[src/srr_pkg.sv]
/*
  Shared constants, state codes and ring arithmetic for the status ring
  and receive-address ring DMA block.
  Assumes a 24-bit byte-addressed shared memory reached one byte at a time.
*/
`default_nettype none

package srr_pkg;

  // ------------------------------------------------------------
  // Widths and slot markers
  // ------------------------------------------------------------
  localparam int AW = 24;
  localparam int SIZE_W = 15;
  localparam int INFO_BYTES = 15;
  localparam logic [7:0] SLOT_FREE = 8'hFF;
  localparam logic [7:0] SLOT_READY = 8'h00;
  localparam logic [7:0] SLOT_CHAIN = 8'hF0;
  localparam int CMD_SHIFT = 4;
  localparam int STS_SHIFT = 4;
  localparam int RXA_SHIFT = 2;
  localparam logic [SIZE_W-1:0] BUF_MAX = 15'h4000;
  localparam logic [3:0] RX_STS_LEN = 4'h2;
  localparam logic [1:0] ADDR_BYTES = 2'h3;

  // ------------------------------------------------------------
  // Sequencer states, Gray along the status path through S_STS_DET
  // ------------------------------------------------------------
  typedef enum logic [3:0] {
    S_IDLE = 4'h0,
    S_STS_CHK = 4'h1,
    S_STS_DET = 4'h3,
    S_STS_NUM = 4'h2,
    S_RXA_CHK = 4'h6,
    S_RXA_ADR = 4'h7,
    S_RXA_MRK = 4'h5,
    S_RXD = 4'h4,
    S_CHD = 4'hC
  } srr_state_t;

  // ------------------------------------------------------------
  // Ring arithmetic
  // ------------------------------------------------------------
  function automatic logic [6:0] ring_mask(input logic [2:0] lg);
    return 7'((8'h01 << lg) - 8'h01);
  endfunction

  function automatic logic [6:0] ring_next(input logic [6:0] p, input logic [2:0] lg);
    return (p + 7'h01) & ring_mask(lg);
  endfunction

  function automatic logic [AW-1:0] ring_span(input logic [2:0] lg, input int sh);
    return (AW'(24'h000001 << lg)) << sh;
  endfunction

  function automatic logic [AW-1:0] ring_addr(input logic [AW-1:0] base,
      input logic [6:0] p, input logic [2:0] lg, input int sh);
    logic [AW-1:0] off;
    off = AW'(p & ring_mask(lg)) << sh;
    return base + off;
  endfunction

endpackage

`default_nettype wire

[src/srr_rings.sv]
/*
  Receive data FIFO and the ring DMA sequencer that posts status entries
  and fetches receive buffer addresses over a byte-wide shared bus.
  Assumes the host grants the bus by a hold handshake and answers each
  strobe with one MEM_ACK cycle; all inputs are synchronous to CORE_CLK.
*/
`default_nettype none

module srr_fifo #(
  parameter int W = 8,
  parameter int D = 16
) (
  input wire logic clk,
  input wire logic rst,
  input wire logic in_valid,
  output logic in_ready,
  input wire logic [W-1:0] in_data,
  output logic out_valid,
  input wire logic out_ready,
  output logic [W-1:0] out_data
);
  localparam int PW = $clog2(D);

  typedef struct packed {
    logic [D-1:0][W-1:0] mem;
    logic [PW-1:0] wp;
    logic [PW-1:0] rp;
    logic [PW:0] cnt;
  } srr_fifo_t;

  srr_fifo_t f_q, f_d;
  logic push, pop;

  assign in_ready = f_q.cnt != (PW+1)'(D);
  assign out_valid = f_q.cnt != '0;
  assign out_data = f_q.mem[f_q.rp];
  assign push = in_valid && in_ready;
  assign pop = out_valid && out_ready;

  always_comb begin
    f_d = f_q;
    if (push) begin
      f_d.mem[f_q.wp] = in_data;
      f_d.wp = f_q.wp + 1'b1;
    end
    if (pop) begin
      f_d.rp = f_q.rp + 1'b1;
    end
    f_d.cnt = f_q.cnt + (PW+1)'(push) - (PW+1)'(pop);
  end

  always_ff @(posedge clk or posedge rst) begin
    if (rst) begin
      f_q <= '0;
    end else begin
      f_q <= f_d;
    end
  end
endmodule

module srr_rings #(
  parameter int QD = 4,
  parameter logic [7:0] RX_STS_NUM = 8'h10,
  parameter logic [7:0] OVF_STS_NUM = 8'h20
) (
  input wire logic CORE_CLK,
  input wire logic RESET,
  input wire logic [23:0] CMD_RING_BASE,
  input wire logic [2:0] COMMAND_SLOT_COUNT_LOG2,
  input wire logic [2:0] STATUS_SLOT_COUNT_LOG2,
  input wire logic [2:0] RX_SLOT_COUNT_LOG2,
  input wire logic LINE_OPEN,
  input wire logic RX_CHAIN_MODE,
  input wire logic RX_ADDR_HIGH_FIRST,
  input wire logic [14:0] RX_BUF_SIZE,
  input wire logic TX_CMD_VALID,
  input wire logic [23:0] TX_CMD_START,
  input wire logic [14:0] TX_CMD_SIZE,
  output logic [23:0] TX_BUF_START,
  output logic [14:0] TX_BUF_SIZE,
  input wire logic STS_VALID,
  output logic STS_READY,
  input wire logic [7:0] STS_NUM,
  input wire logic [3:0] STS_LEN,
  input wire logic [119:0] STS_INFO,
  output logic STS_OVERFLOW,
  input wire logic RX_VALID,
  output logic RX_READY,
  input wire logic [7:0] RX_DATA,
  input wire logic RX_FRAME_END,
  input wire logic RX_FCS_OK,
  output logic [7:0] RX_QUEUE_LEVEL,
  output logic BUS_HOLD_REQUEST,
  input wire logic BUS_HOLD_GRANT,
  output logic [23:0] MEM_ADDR,
  output logic [7:0] MEM_WDATA,
  output logic MEM_RD,
  output logic MEM_WR,
  input wire logic [7:0] MEM_RDATA,
  input wire logic MEM_ACK,
  output logic HOST_IRQ,
  input wire logic IRQ_CLEAR_INPUT
);
  localparam int QW = $clog2(QD);

  typedef struct packed {
    srr_pkg::srr_state_t st;
    logic [23:0] addr;
    logic [7:0] wdata;
    logic rd;
    logic wr;
    logic [6:0] sts_ptr;
    logic [6:0] rxa_ptr;
    logic pend;
    logic [7:0] pnum;
    logic [3:0] plen;
    logic [119:0] pinfo;
    logic ovf;
    logic irq;
    logic [3:0] idx;
    logic [23:0] fetch;
    logic [QD-1:0][23:0] qa;
    logic [QD-1:0][6:0] qs;
    logic [QW:0] qcnt;
    logic [QW-1:0] qrd;
    logic [QW-1:0] qwr;
    logic open;
    logic fend;
    logic fok;
    logic [14:0] rcnt;
    logic chd;
    logic [6:0] done_slot;
    logic [23:0] txs;
    logic [14:0] txn;
  } srr_regs_t;

  srr_regs_t r, n;
  logic [23:0] sts_base, rx_base, sts_ent, rxa_ent;
  logic [14:0] rx_lim;
  logic f_ov, f_pop;
  logic [7:0] f_od;

  // ------------------------------------------------------------
  // Ring placement
  // ------------------------------------------------------------
  // Both rings hang off the command ring, so a new command ring size
  // moves them; the host must not change sizes while the line is open.
  assign sts_base = CMD_RING_BASE +
    srr_pkg::ring_span(COMMAND_SLOT_COUNT_LOG2, srr_pkg::CMD_SHIFT);
  assign rx_base = sts_base +
    srr_pkg::ring_span(STATUS_SLOT_COUNT_LOG2, srr_pkg::STS_SHIFT);
  assign sts_ent = srr_pkg::ring_addr(sts_base, r.sts_ptr,
    STATUS_SLOT_COUNT_LOG2, srr_pkg::STS_SHIFT);
  assign rxa_ent = srr_pkg::ring_addr(rx_base, r.rxa_ptr,
    RX_SLOT_COUNT_LOG2, srr_pkg::RXA_SHIFT);
  assign rx_lim = (RX_BUF_SIZE > srr_pkg::BUF_MAX) ? srr_pkg::BUF_MAX
                                                   : RX_BUF_SIZE;

  // ------------------------------------------------------------
  // Receive data buffer
  // ------------------------------------------------------------
  // New data is held off while a frame end waits, so frames never mix.
  logic f_ir;
  srr_fifo #(.W(8), .D(16)) u_rxf (
    .clk(CORE_CLK),
    .rst(RESET),
    .in_valid(RX_VALID && !r.fend),
    .in_ready(f_ir),
    .in_data(RX_DATA),
    .out_valid(f_ov),
    .out_ready(f_pop),
    .out_data(f_od)
  );

  // ------------------------------------------------------------
  // Sequencer
  // ------------------------------------------------------------
  always_comb begin
    n = r;
    f_pop = 1'b0;
    n.open = LINE_OPEN;
    if (STS_VALID && r.pend) begin
      n.ovf = 1'b1;
    end
    if (STS_VALID && !r.pend) begin
      n.pend = 1'b1;
      n.pnum = STS_NUM;
      n.plen = STS_LEN;
      n.pinfo = STS_INFO;
    end
    if (IRQ_CLEAR_INPUT) begin
      n.irq = 1'b0;
    end
    if (TX_CMD_VALID) begin
      n.txs = TX_CMD_START;
      n.txn = (TX_CMD_SIZE > srr_pkg::BUF_MAX) ? srr_pkg::BUF_MAX : TX_CMD_SIZE;
    end
    unique case (r.st)
      srr_pkg::S_IDLE: begin
        if (r.chd) begin
          n.st = srr_pkg::S_CHD;
          n.addr = srr_pkg::ring_addr(rx_base, r.done_slot,
            RX_SLOT_COUNT_LOG2, srr_pkg::RXA_SHIFT);
          n.wdata = srr_pkg::SLOT_FREE;
          n.wr = 1'b1;
        end else if (r.pend) begin
          n.st = srr_pkg::S_STS_CHK;
          n.addr = sts_ent;
          n.rd = 1'b1;
        end else if (r.ovf && !STS_VALID) begin
          n.ovf = 1'b0;
          n.pend = 1'b1;
          n.pnum = OVF_STS_NUM;
          n.plen = 4'h0;
        end else if (r.fend && !f_ov && !STS_VALID) begin
          n.fend = 1'b0;
          n.rcnt = 15'h0000;
          // A bad frame leaves the head slot in place for the next one
          if (r.fok) begin
            n.pend = 1'b1;
            n.pnum = RX_STS_NUM;
            n.plen = srr_pkg::RX_STS_LEN;
            n.pinfo = {105'h0, r.rcnt};
            if (r.qcnt != '0) begin
              n.qrd = r.qrd + 1'b1;
              n.qcnt = r.qcnt - 1'b1;
              n.chd = RX_CHAIN_MODE;
              n.done_slot = r.qs[r.qrd];
            end
          end
        end else if (f_ov && r.qcnt != '0) begin
          // Bytes past the buffer end are dropped rather than stalling the line
          if (r.rcnt >= rx_lim) begin
            f_pop = 1'b1;
          end else begin
            n.st = srr_pkg::S_RXD;
            n.addr = r.qa[r.qrd] + 24'(r.rcnt);
            n.wdata = f_od;
            n.wr = 1'b1;
          end
        end else if (r.open && r.qcnt < (QW+1)'(QD)) begin
          n.st = srr_pkg::S_RXA_CHK;
          n.addr = rxa_ent;
          n.rd = 1'b1;
        end
      end
      srr_pkg::S_STS_CHK: begin
        if (MEM_ACK) begin
          n.rd = 1'b0;
          if (MEM_RDATA != srr_pkg::SLOT_FREE) begin
            n.st = srr_pkg::S_IDLE;
          end else if (r.plen == 4'h0) begin
            n.st = srr_pkg::S_STS_NUM;
            n.wdata = r.pnum;
            n.wr = 1'b1;
          end else begin
            n.st = srr_pkg::S_STS_DET;
            n.idx = 4'h1;
            n.addr = sts_ent + 24'h000001;
            n.wdata = r.pinfo[7:0];
            n.pinfo = r.pinfo >> 8;
            n.wr = 1'b1;
          end
        end
      end
      srr_pkg::S_STS_DET: begin
        if (MEM_ACK) begin
          if (r.idx == r.plen) begin
            n.st = srr_pkg::S_STS_NUM;
            n.addr = sts_ent;
            n.wdata = r.pnum;
          end else begin
            n.idx = r.idx + 4'h1;
            n.addr = sts_ent + 24'(r.idx) + 24'h000001;
            n.wdata = r.pinfo[7:0];
            n.pinfo = r.pinfo >> 8;
          end
        end
      end
      srr_pkg::S_STS_NUM: begin
        if (MEM_ACK) begin
          n.wr = 1'b0;
          n.st = srr_pkg::S_IDLE;
          n.pend = 1'b0;
          n.irq = 1'b1;
          n.sts_ptr = srr_pkg::ring_next(r.sts_ptr, STATUS_SLOT_COUNT_LOG2);
        end
      end
      srr_pkg::S_RXA_CHK: begin
        if (MEM_ACK) begin
          if (MEM_RDATA == srr_pkg::SLOT_READY) begin
            n.st = srr_pkg::S_RXA_ADR;
            n.idx = 4'h1;
            n.addr = rxa_ent + 24'h000001;
          end else begin
            n.rd = 1'b0;
            n.st = srr_pkg::S_IDLE;
          end
        end
      end
      srr_pkg::S_RXA_ADR: begin
        if (MEM_ACK) begin
          n.fetch = RX_ADDR_HIGH_FIRST ? {r.fetch[15:0], MEM_RDATA}
                                       : {MEM_RDATA, r.fetch[23:8]};
          if (r.idx == 4'(srr_pkg::ADDR_BYTES)) begin
            n.st = srr_pkg::S_RXA_MRK;
            n.rd = 1'b0;
            n.wr = 1'b1;
            n.addr = rxa_ent;
            n.wdata = RX_CHAIN_MODE ? srr_pkg::SLOT_CHAIN
                                    : srr_pkg::SLOT_FREE;
          end else begin
            n.idx = r.idx + 4'h1;
            n.addr = rxa_ent + 24'(r.idx) + 24'h000001;
          end
        end
      end
      srr_pkg::S_RXA_MRK: begin
        if (MEM_ACK) begin
          n.wr = 1'b0;
          n.st = srr_pkg::S_IDLE;
          n.qa[r.qwr] = r.fetch;
          n.qs[r.qwr] = r.rxa_ptr;
          n.qwr = r.qwr + 1'b1;
          n.qcnt = r.qcnt + 1'b1;
          n.rxa_ptr = srr_pkg::ring_next(r.rxa_ptr, RX_SLOT_COUNT_LOG2);
        end
      end
      srr_pkg::S_RXD: begin
        if (MEM_ACK) begin
          n.wr = 1'b0;
          n.st = srr_pkg::S_IDLE;
          f_pop = 1'b1;
          n.rcnt = r.rcnt + 15'h0001;
        end
      end
      srr_pkg::S_CHD: begin
        if (MEM_ACK) begin
          n.wr = 1'b0;
          n.chd = 1'b0;
          n.st = srr_pkg::S_IDLE;
        end
      end
      default: begin
        n.st = srr_pkg::S_IDLE;
        n.rd = 1'b0;
        n.wr = 1'b0;
      end
    endcase
    if (RX_FRAME_END) begin
      n.fend = 1'b1;
      n.fok = RX_FCS_OK;
    end
    // Opening the line restarts the slot walk; a fetch in flight still completes and is queued, unless its mark is acknowledged in the opening cycle
    if (LINE_OPEN && !r.open) begin
      n.rxa_ptr = 7'h00;
      n.qcnt = '0;
      n.qrd = '0;
      n.qwr = '0;
      n.rcnt = 15'h0000;
    end
  end

  always_ff @(posedge CORE_CLK or posedge RESET) begin
    if (RESET) begin
      r <= '0;
    end else begin
      r <= n;
    end
  end

  // ------------------------------------------------------------
  // Outputs
  // ------------------------------------------------------------
  assign BUS_HOLD_REQUEST = r.st != srr_pkg::S_IDLE;
  assign MEM_RD = r.rd && BUS_HOLD_GRANT;
  assign MEM_WR = r.wr && BUS_HOLD_GRANT;
  assign MEM_ADDR = r.addr;
  assign MEM_WDATA = r.wdata;
  assign HOST_IRQ = r.irq;
  assign STS_READY = !r.pend;
  assign STS_OVERFLOW = r.ovf;
  assign RX_READY = f_ir && !r.fend;
  assign RX_QUEUE_LEVEL = 8'(r.qcnt);
  assign TX_BUF_START = r.txs;
  assign TX_BUF_SIZE = r.txn;
endmodule

`default_nettype wire

[config.mk]
export PLATFORM = sky130hd
export DESIGN_NAME = srr_rings
export DESIGN_NICKNAME = d
export VERILOG_FILES = /design/src/srr_pkg.sv /design/src/srr_rings.sv
export SDC_FILE = /design/constraint.sdc
export NUM_CORES = 2
export LEC_CHECK = 0
export ABC_AREA = 1
export BUFFER_PORTS_ARGS = -buffer_cell sky130_fd_sc_hd__buf_4
export CORE_ASPECT_RATIO = 1.2
export CORE_MARGIN = 2
export CORE_UTILIZATION = 60
export DETAILED_ROUTE_END_ITERATION = 8
export PLACE_DENSITY = 0.81
export SYNTH_ARGS = -nofsm -noshare
export SYNTH_HDL_FRONTEND = slang
export SYNTH_SLANG_ARGS = --single-unit
[constraint.sdc]
create_clock -name CORE_CLK -period 27.1 [get_ports CORE_CLK]
set_clock_uncertainty 0.2 [all_clocks]
set_input_delay 1.355 -clock CORE_CLK [delete_from_list [all_inputs] [get_ports CORE_CLK]]
set_output_delay 1.355 -clock CORE_CLK [all_outputs]
set_load 0.02 [all_outputs]
# Word-level counts from Yosys, hierarchy flattened
# Index checks and enable logic that the tools add are counted.
op_classes:
  add_sub_neg: 26
  mul: 0
  div_mod_pow: 0
  magnitude_cmp: 10
  n_eq_ne: 56
  shifts: 4
  mux: 134
  bitwise_logic: 10
  n_reduce_logical: 61
op_table:
  columns: ["op", "count"]
  rows:
  - ["2-to-1 mux 120 bit", 6]
  - ["2-to-1 mux 133 bit", 3]
  - ["one-hot mux 120 bit (3 select lines)", 1]
  - ["2-to-1 mux 134 bit", 2]
  - ["2-to-1 mux 38 bit", 4]
  - ["2-to-1 mux 24 bit", 6]
  - ["2-to-1 mux 28 bit", 5]
  - ["bitwise mux 128 bit", 1]
  - ["one-hot mux 24 bit (5 select lines)", 1]
  - ["2-to-1 mux 36 bit", 3]
  - ["adder 24 x 1 -> 24 bit (second input constant)", 4]
  - ["bitwise mux 96 bit", 1]
  - ["2-to-1 mux 23 bit", 4]
  - ["2-to-1 mux 32 bit", 2]
  - ["2-to-1 mux 8 bit", 8]
  - ["2-to-1 mux 15 bit", 4]
  - ["inequality test 3 bit (second input constant)", 17]
  - ["adder 24 bit", 2]
  - ["adder 24 x 4 -> 24 bit", 2]
  - ["adder 24 x 9 -> 24 bit", 2]
  - ["binary-select mux 24 bit (select 2 bit)", 1]
  - ["demux 24 bit (select 2 bit)", 1]
  - ["2-to-1 mux 4 bit", 12]
  - ["2-to-1 mux 7 bit", 6]
  - ["other kinds (72)", 203]
word_totals:
  regBits: 552
  latchBits: 0
  mem_bits_rw: 0
  mem_bits_ro: 0
  in_bits: 248
  out_inout_bits: 86
  n_memories: 0

# Depth between registers and ports, before layout
depth:
  ltp_word: 12
  depth_mapped: 37
  depth_no_buf: 37

# Modules after synthesis
# A second synthesis with hierarchy kept.
hier_totals:
  cells_unflattened: 4620
  area_unflattened_um2: 34740.8
modules_own_cells:
  columns: ["mod", "instances", "cells_per_inst", "area_each_um2"]
  rows:
  - ["srr_rings", 1, 3714, 27716.6]
  - ["srr_fifo", 1, 906, 7024.2]

# Least setup slack after synthesis
# OpenSTA, ideal clock, no wires.
synth_path:
  kind: "input port to flip-flop"
  startpoint: "input port COMMAND_SLOT_COUNT_LOG2[1]"
  endpoint: "register r (netlist bit MEM_ADDR[20])"
  setup_time_ns: 0.118
  arrival_ns: 5.288
  required_time_ns: 26.782
  path_slack_ns: 21.494
  path_stages: 29
  n_path_buf: 0
  path_cell_list: "nor3_1 -> ha_1 -> fa_1 -> xor2_1 -> ha_1 -> a21oi_1 -> nand2_1 -> xor2_1 -> ha_1 -> nand2_1 -> nor2_1 -> nand2_1 -> nand3_1 -> xor2_1 -> or2_2 -> o21ai_1 -> nand3_2 -> nor2_2 -> nand3_2 -> nor2_2 -> nand2_2 -> nor2_4 -> nand3_2 -> nor2_2 -> nand3_1 -> nand3_1 -> nand2_1 -> nand3_1 -> nand2_1"
synth_via:
  elab_chain_len: 11
synth_rtl:
  columns: ["item", "line_no", "rtl"]
  rows:
  - ["start: declaration", "srr_rings.sv:69", "input wire logic [2:0] COMMAND_SLOT_COUNT_LOG2,"]
  - ["left shift 1 x 3 -> 20 bit *", "srr_pkg.sv:53", "return (AW'(24'h000001 << lg)) << sh;"]
  - ["adder 24 bit *", "srr_rings.sv:148", "assign sts_base = CMD_RING_BASE +"]
  - ["branches (longest 8 deep; another with adder 24 bit)", null, null]
  - ["one-hot mux 24 bit (5 select lines) *", "srr_rings.sv:198", "unique case (r.st)"]
  - ["end signal: assignment", "srr_rings.sv:368", "r <= n;"]
  - ["end: declaration", "srr_rings.sv:137", "srr_regs_t r, n;"]
# Mark *: on every way between the ends. The select of a mux whose other input is x is not followed.
# A chain may end at the register's enable or synchronous reset.

# Final worst setup path
layout_path:
  startpoint: "input port COMMAND_SLOT_COUNT_LOG2[1]"
  endpoint: "register r (netlist bit MEM_ADDR[23])"
# The elaborated chain is that of the path after synthesis.

==> metrics.md <==
| Metric | Value |
|---|---|
| Fin util | `between 60 and 70%` |
| Setup Viol. Count Final | `0` |
| Syn avg cell area | `between 7 and 8 µm²` |
| Number of synthesized register bits | `about 550` |
| Detail Route Antenna Nets | `0` |
| Clock slew at the register clock pins of the worst setup and hold paths | `around 0.06 ns` |
| Fraction of registers with async set/reset | `100%` |
| TritonCTS sink count | `552` |
| RSZ-0062 raised after global routing | `false` |
| FP Rows | `95` |
| Clock Tree Buf Depth | `3` |
| Port Buf Inserts | `328` |
| Flop2flop setup slack | `approximately 22 ns` |
| Pre-CTS setup slack | `20.66 ns` |
| Cell count after synthesis | `~4500` |
| GP Congestion | `between 0.9 and 1` |
| F_max | `170 MHz` |
| Antenna violations before repair | `11` |
| CTS tree | `yes` |
| Hold Crit Class | `flop to flop` |
| Die Span X | `roughly 220 µm` |
| Critical path class | `primary input to flop` |
| Post-CTS setup buffer count | `0` |
| Die area | `just under 60000 µm²` |
| EDFF count, synth | `0` |
| Fin crit period | `5.89 ns` |
| Tot Pwr | `between 2 and 2.5 mW` |
| Layout cells sized above 1 | `about 13%` |
| Rel. slew slack | `between 15 and 20%` |
| CTS Hold Buffers Added | `0` |
| Total track usage | `roughly a third` |
| Worst Max-Slew Pin Slew | `between 1 and 1.5 ns` |
| Vias | `~32000` |
| Synth Cell Area | `between 30000 and 40000 µm²` |
| Total gr overflow | `0` |
| Nets | `between 5000 and 6000` |
| Hold Crit Depth | `2` |
| Placed cell count | `around 5400` |
| Die Span Y | `~260 µm` |
| Area contributors post-synth | `dfrtp_1, nand2_1, o21ai_0` |
| Worst Setup Slack, final | `roughly 21 ns` |
| Maximum vdd drop | `approximately 53 µV` |
| Commonest register cell after synthesis | `dfrtp_1` |
| H-Tree Depth | `2` |
| Post-Layout Cell Count | `~5500` |
| Pre-antenna DRT Iters | `6` |
| Core area | `56000 µm²` |
| First-pass GRT wire length | `~160000 µm` |
| Sequential fraction of the synthesis area | `about two fifths` |
| CP required | `approximately 27 ns` |
| Post-CTS Resized | `0` |
| WP data arrival | `6.18 ns` |
| Num CTS Buffers | `54` |
| Max Cap Violations | `0` |
| Hold path start | `TX_BUF_START[9]` |
| Post-Layout Inst Area | `38100 µm²` |
| Final Max Slew Viols | `0` |
| Root buffer cell | `clkbuf_16` |
| Cell Pwr Density | `about 61 nW/µm²` |
| Drt via density | `slightly below 6` |
| Synth cell count leaders | `nand2_1, o21ai_0, dfrtp_1` |
| Cell with the most instances after synthesis | `nand2_1` |
| WHS Endpoint | `TX_BUF_START[9]` |
| Area of the multi-input gates | `around 17000 µm²` |
| Critical Path Start | `COMMAND_SLOT_COUNT_LOG2[1]` |
| Post-synthesis cell type count | `between 70 and 80` |
| Largest net degree at the start of global routing | `approximately 100` |
| Drt wl/cell | `~18 µm` |
| Initial core utilization | `about 60%` |
| Sequential cell area | `13800 µm²` |
| Setup_tns | `0 ns` |
| Worst-path fanout max | `6` |
| P_leak | `18.9 nW` |
| Vias in the first global route | `30300` |
| Ys Warns | `0` |
| Hold_ws | `approximately 0.27 ns` |
| Drt drc | `0` |
| Final WL | `roughly 100000 µm` |
| First DRT Iteration DRCs | `between 3000 and 4000` |
| Worst Reg-to-Reg Cells | `19` |
| Yosys top cell by area | `dfrtp_1` |
| Filler cell count | `4803` |
| Placed Area | `between 30000 and 40000 µm²` |
| Fin crit share | `between 20% and 30%` |
| # IOs | `334` |
| Synth top area share | `between 40% and 50%` |
| Later-pin clock latency in the skew report | `about 0.63 ns` |
| Critical Path Start Type | `primary input` |
| RR Endpoint | `u_rxf.f_q[4]` |
| Outcome | `finished, final reports clean` |
| Hold Fails Final Rpt | `0` |
| Syn-to-layout area delta | `12.3%` |
| Crit end category | `flop` |
| Reg2reg start | `u_rxf.f_q[3]` |
| HPWL Detailed | `slightly above 70000 µm` |
-- power breakdown --
| part | total [mW] | internal (mW) | switching [mW] |
|---|---|---|---|
| Combinational | 0.630 | 0.202 | 0.428 |
| Clock | 0.789 | 0.456 | 0.333 |
| Sequential | 0.909 | 0.872 | 0.0377 |
-- layout by cell type (no fill, tap or decap), drive strengths merged, types with 82 or more instances in the layout --
cell	instances
clkbuf	82
o21ai	646
nor2	397
nand2	1102
buf	360
o22ai	138
inv	496
ha	96
dfrtp	552
nand3	236
a21oi	163
-- per-layer routing --
metal,vias to the layer above,global-route usage (%),wire length [µm]
li1,15400,-,-
met1,15200,45.0,41300
met2,1346,55.1,46900
met3,270,5.03,7610
met4,2,14.5,4570
met5,-,0,10
-- layout make-up --
cell class	count	share of cell area (%)
multi-input combinational	3213	44.3
sequential	552	36.3
timing repair buffer	360	7.10
inverter	501	4.99
clock buffer	82	4.19
tap	727	2.39
clock inverter	19	0.710
antenna	11	0.0723
-- worst max-delay path, cell delays in order --
cell and delay, ns:
buf_4 0.13, nor3_1 0.20, ha_1 0.29, fa_1 0.26, xor2_1 0.29, ha_1 0.34, a21oi_1 0.14, nand2_1 0.11
xor2_1 0.28, ha_1 0.36, nand2_1 0.10, nor2_1 0.04, nand2_1 0.05, nand3_1 0.11, xor2_1 0.21, or2_2 0.29
o21ai_1 0.21, nand4_1 0.17, nor2_1 0.21, nand4_1 0.15, nor2_1 0.29, nand3_1 0.11, nor2_1 0.13, nand3_1 0.08
nand3_1 0.11, nand2_1 0.08, nand2_1 0.06, nand2_1 0.04
-- how the worst max path moves through the flow --
| stage | endpoint | depth (start not counted) |
|---|---|---|
| after floorplan | HOST_IRQ | 1 |
| after global placement | MEM_ADDR[23] | 28 |
| after detailed placement | MEM_ADDR[20] | 31 |
| after CTS | MEM_ADDR[20] | 31 |
| after global routing | MEM_ADDR[20] | 31 |
| final | MEM_ADDR[23] | 28 |
-- cells by family (layout without fill, tap and decap cells) --
group | Yosys count | in the layout | share of synthesized area, %
AO/OA/AOI/OAI | 1131 | 1131 | 19.0
XOR/XNOR | 68 | 68 | 1.87
adder cells (fa/ha/maj) | 105 | 105 | 4.07
buffers and inverters | 784 | 962 | 9.70
flip-flops | 552 | 552 | 40.7
multiplexers | 21 | 21 | 0.620
other | 1 | 16 | 0.0111
AND/OR/NAND/NOR | 1883 | 1883 | 23.9
-- state kept, by name, indices dropped and copies added, names as in the netlist --
signal	count
HOST_IRQ	1
MEM_ADDR	24
MEM_WDATA	8
RX_QUEUE_LEVEL	3
STS_OVERFLOW	1
TX_BUF_SIZE	15
TX_BUF_START	24
r	335
u_rxf.f_q	141
(Power assumes the default switching activity.)
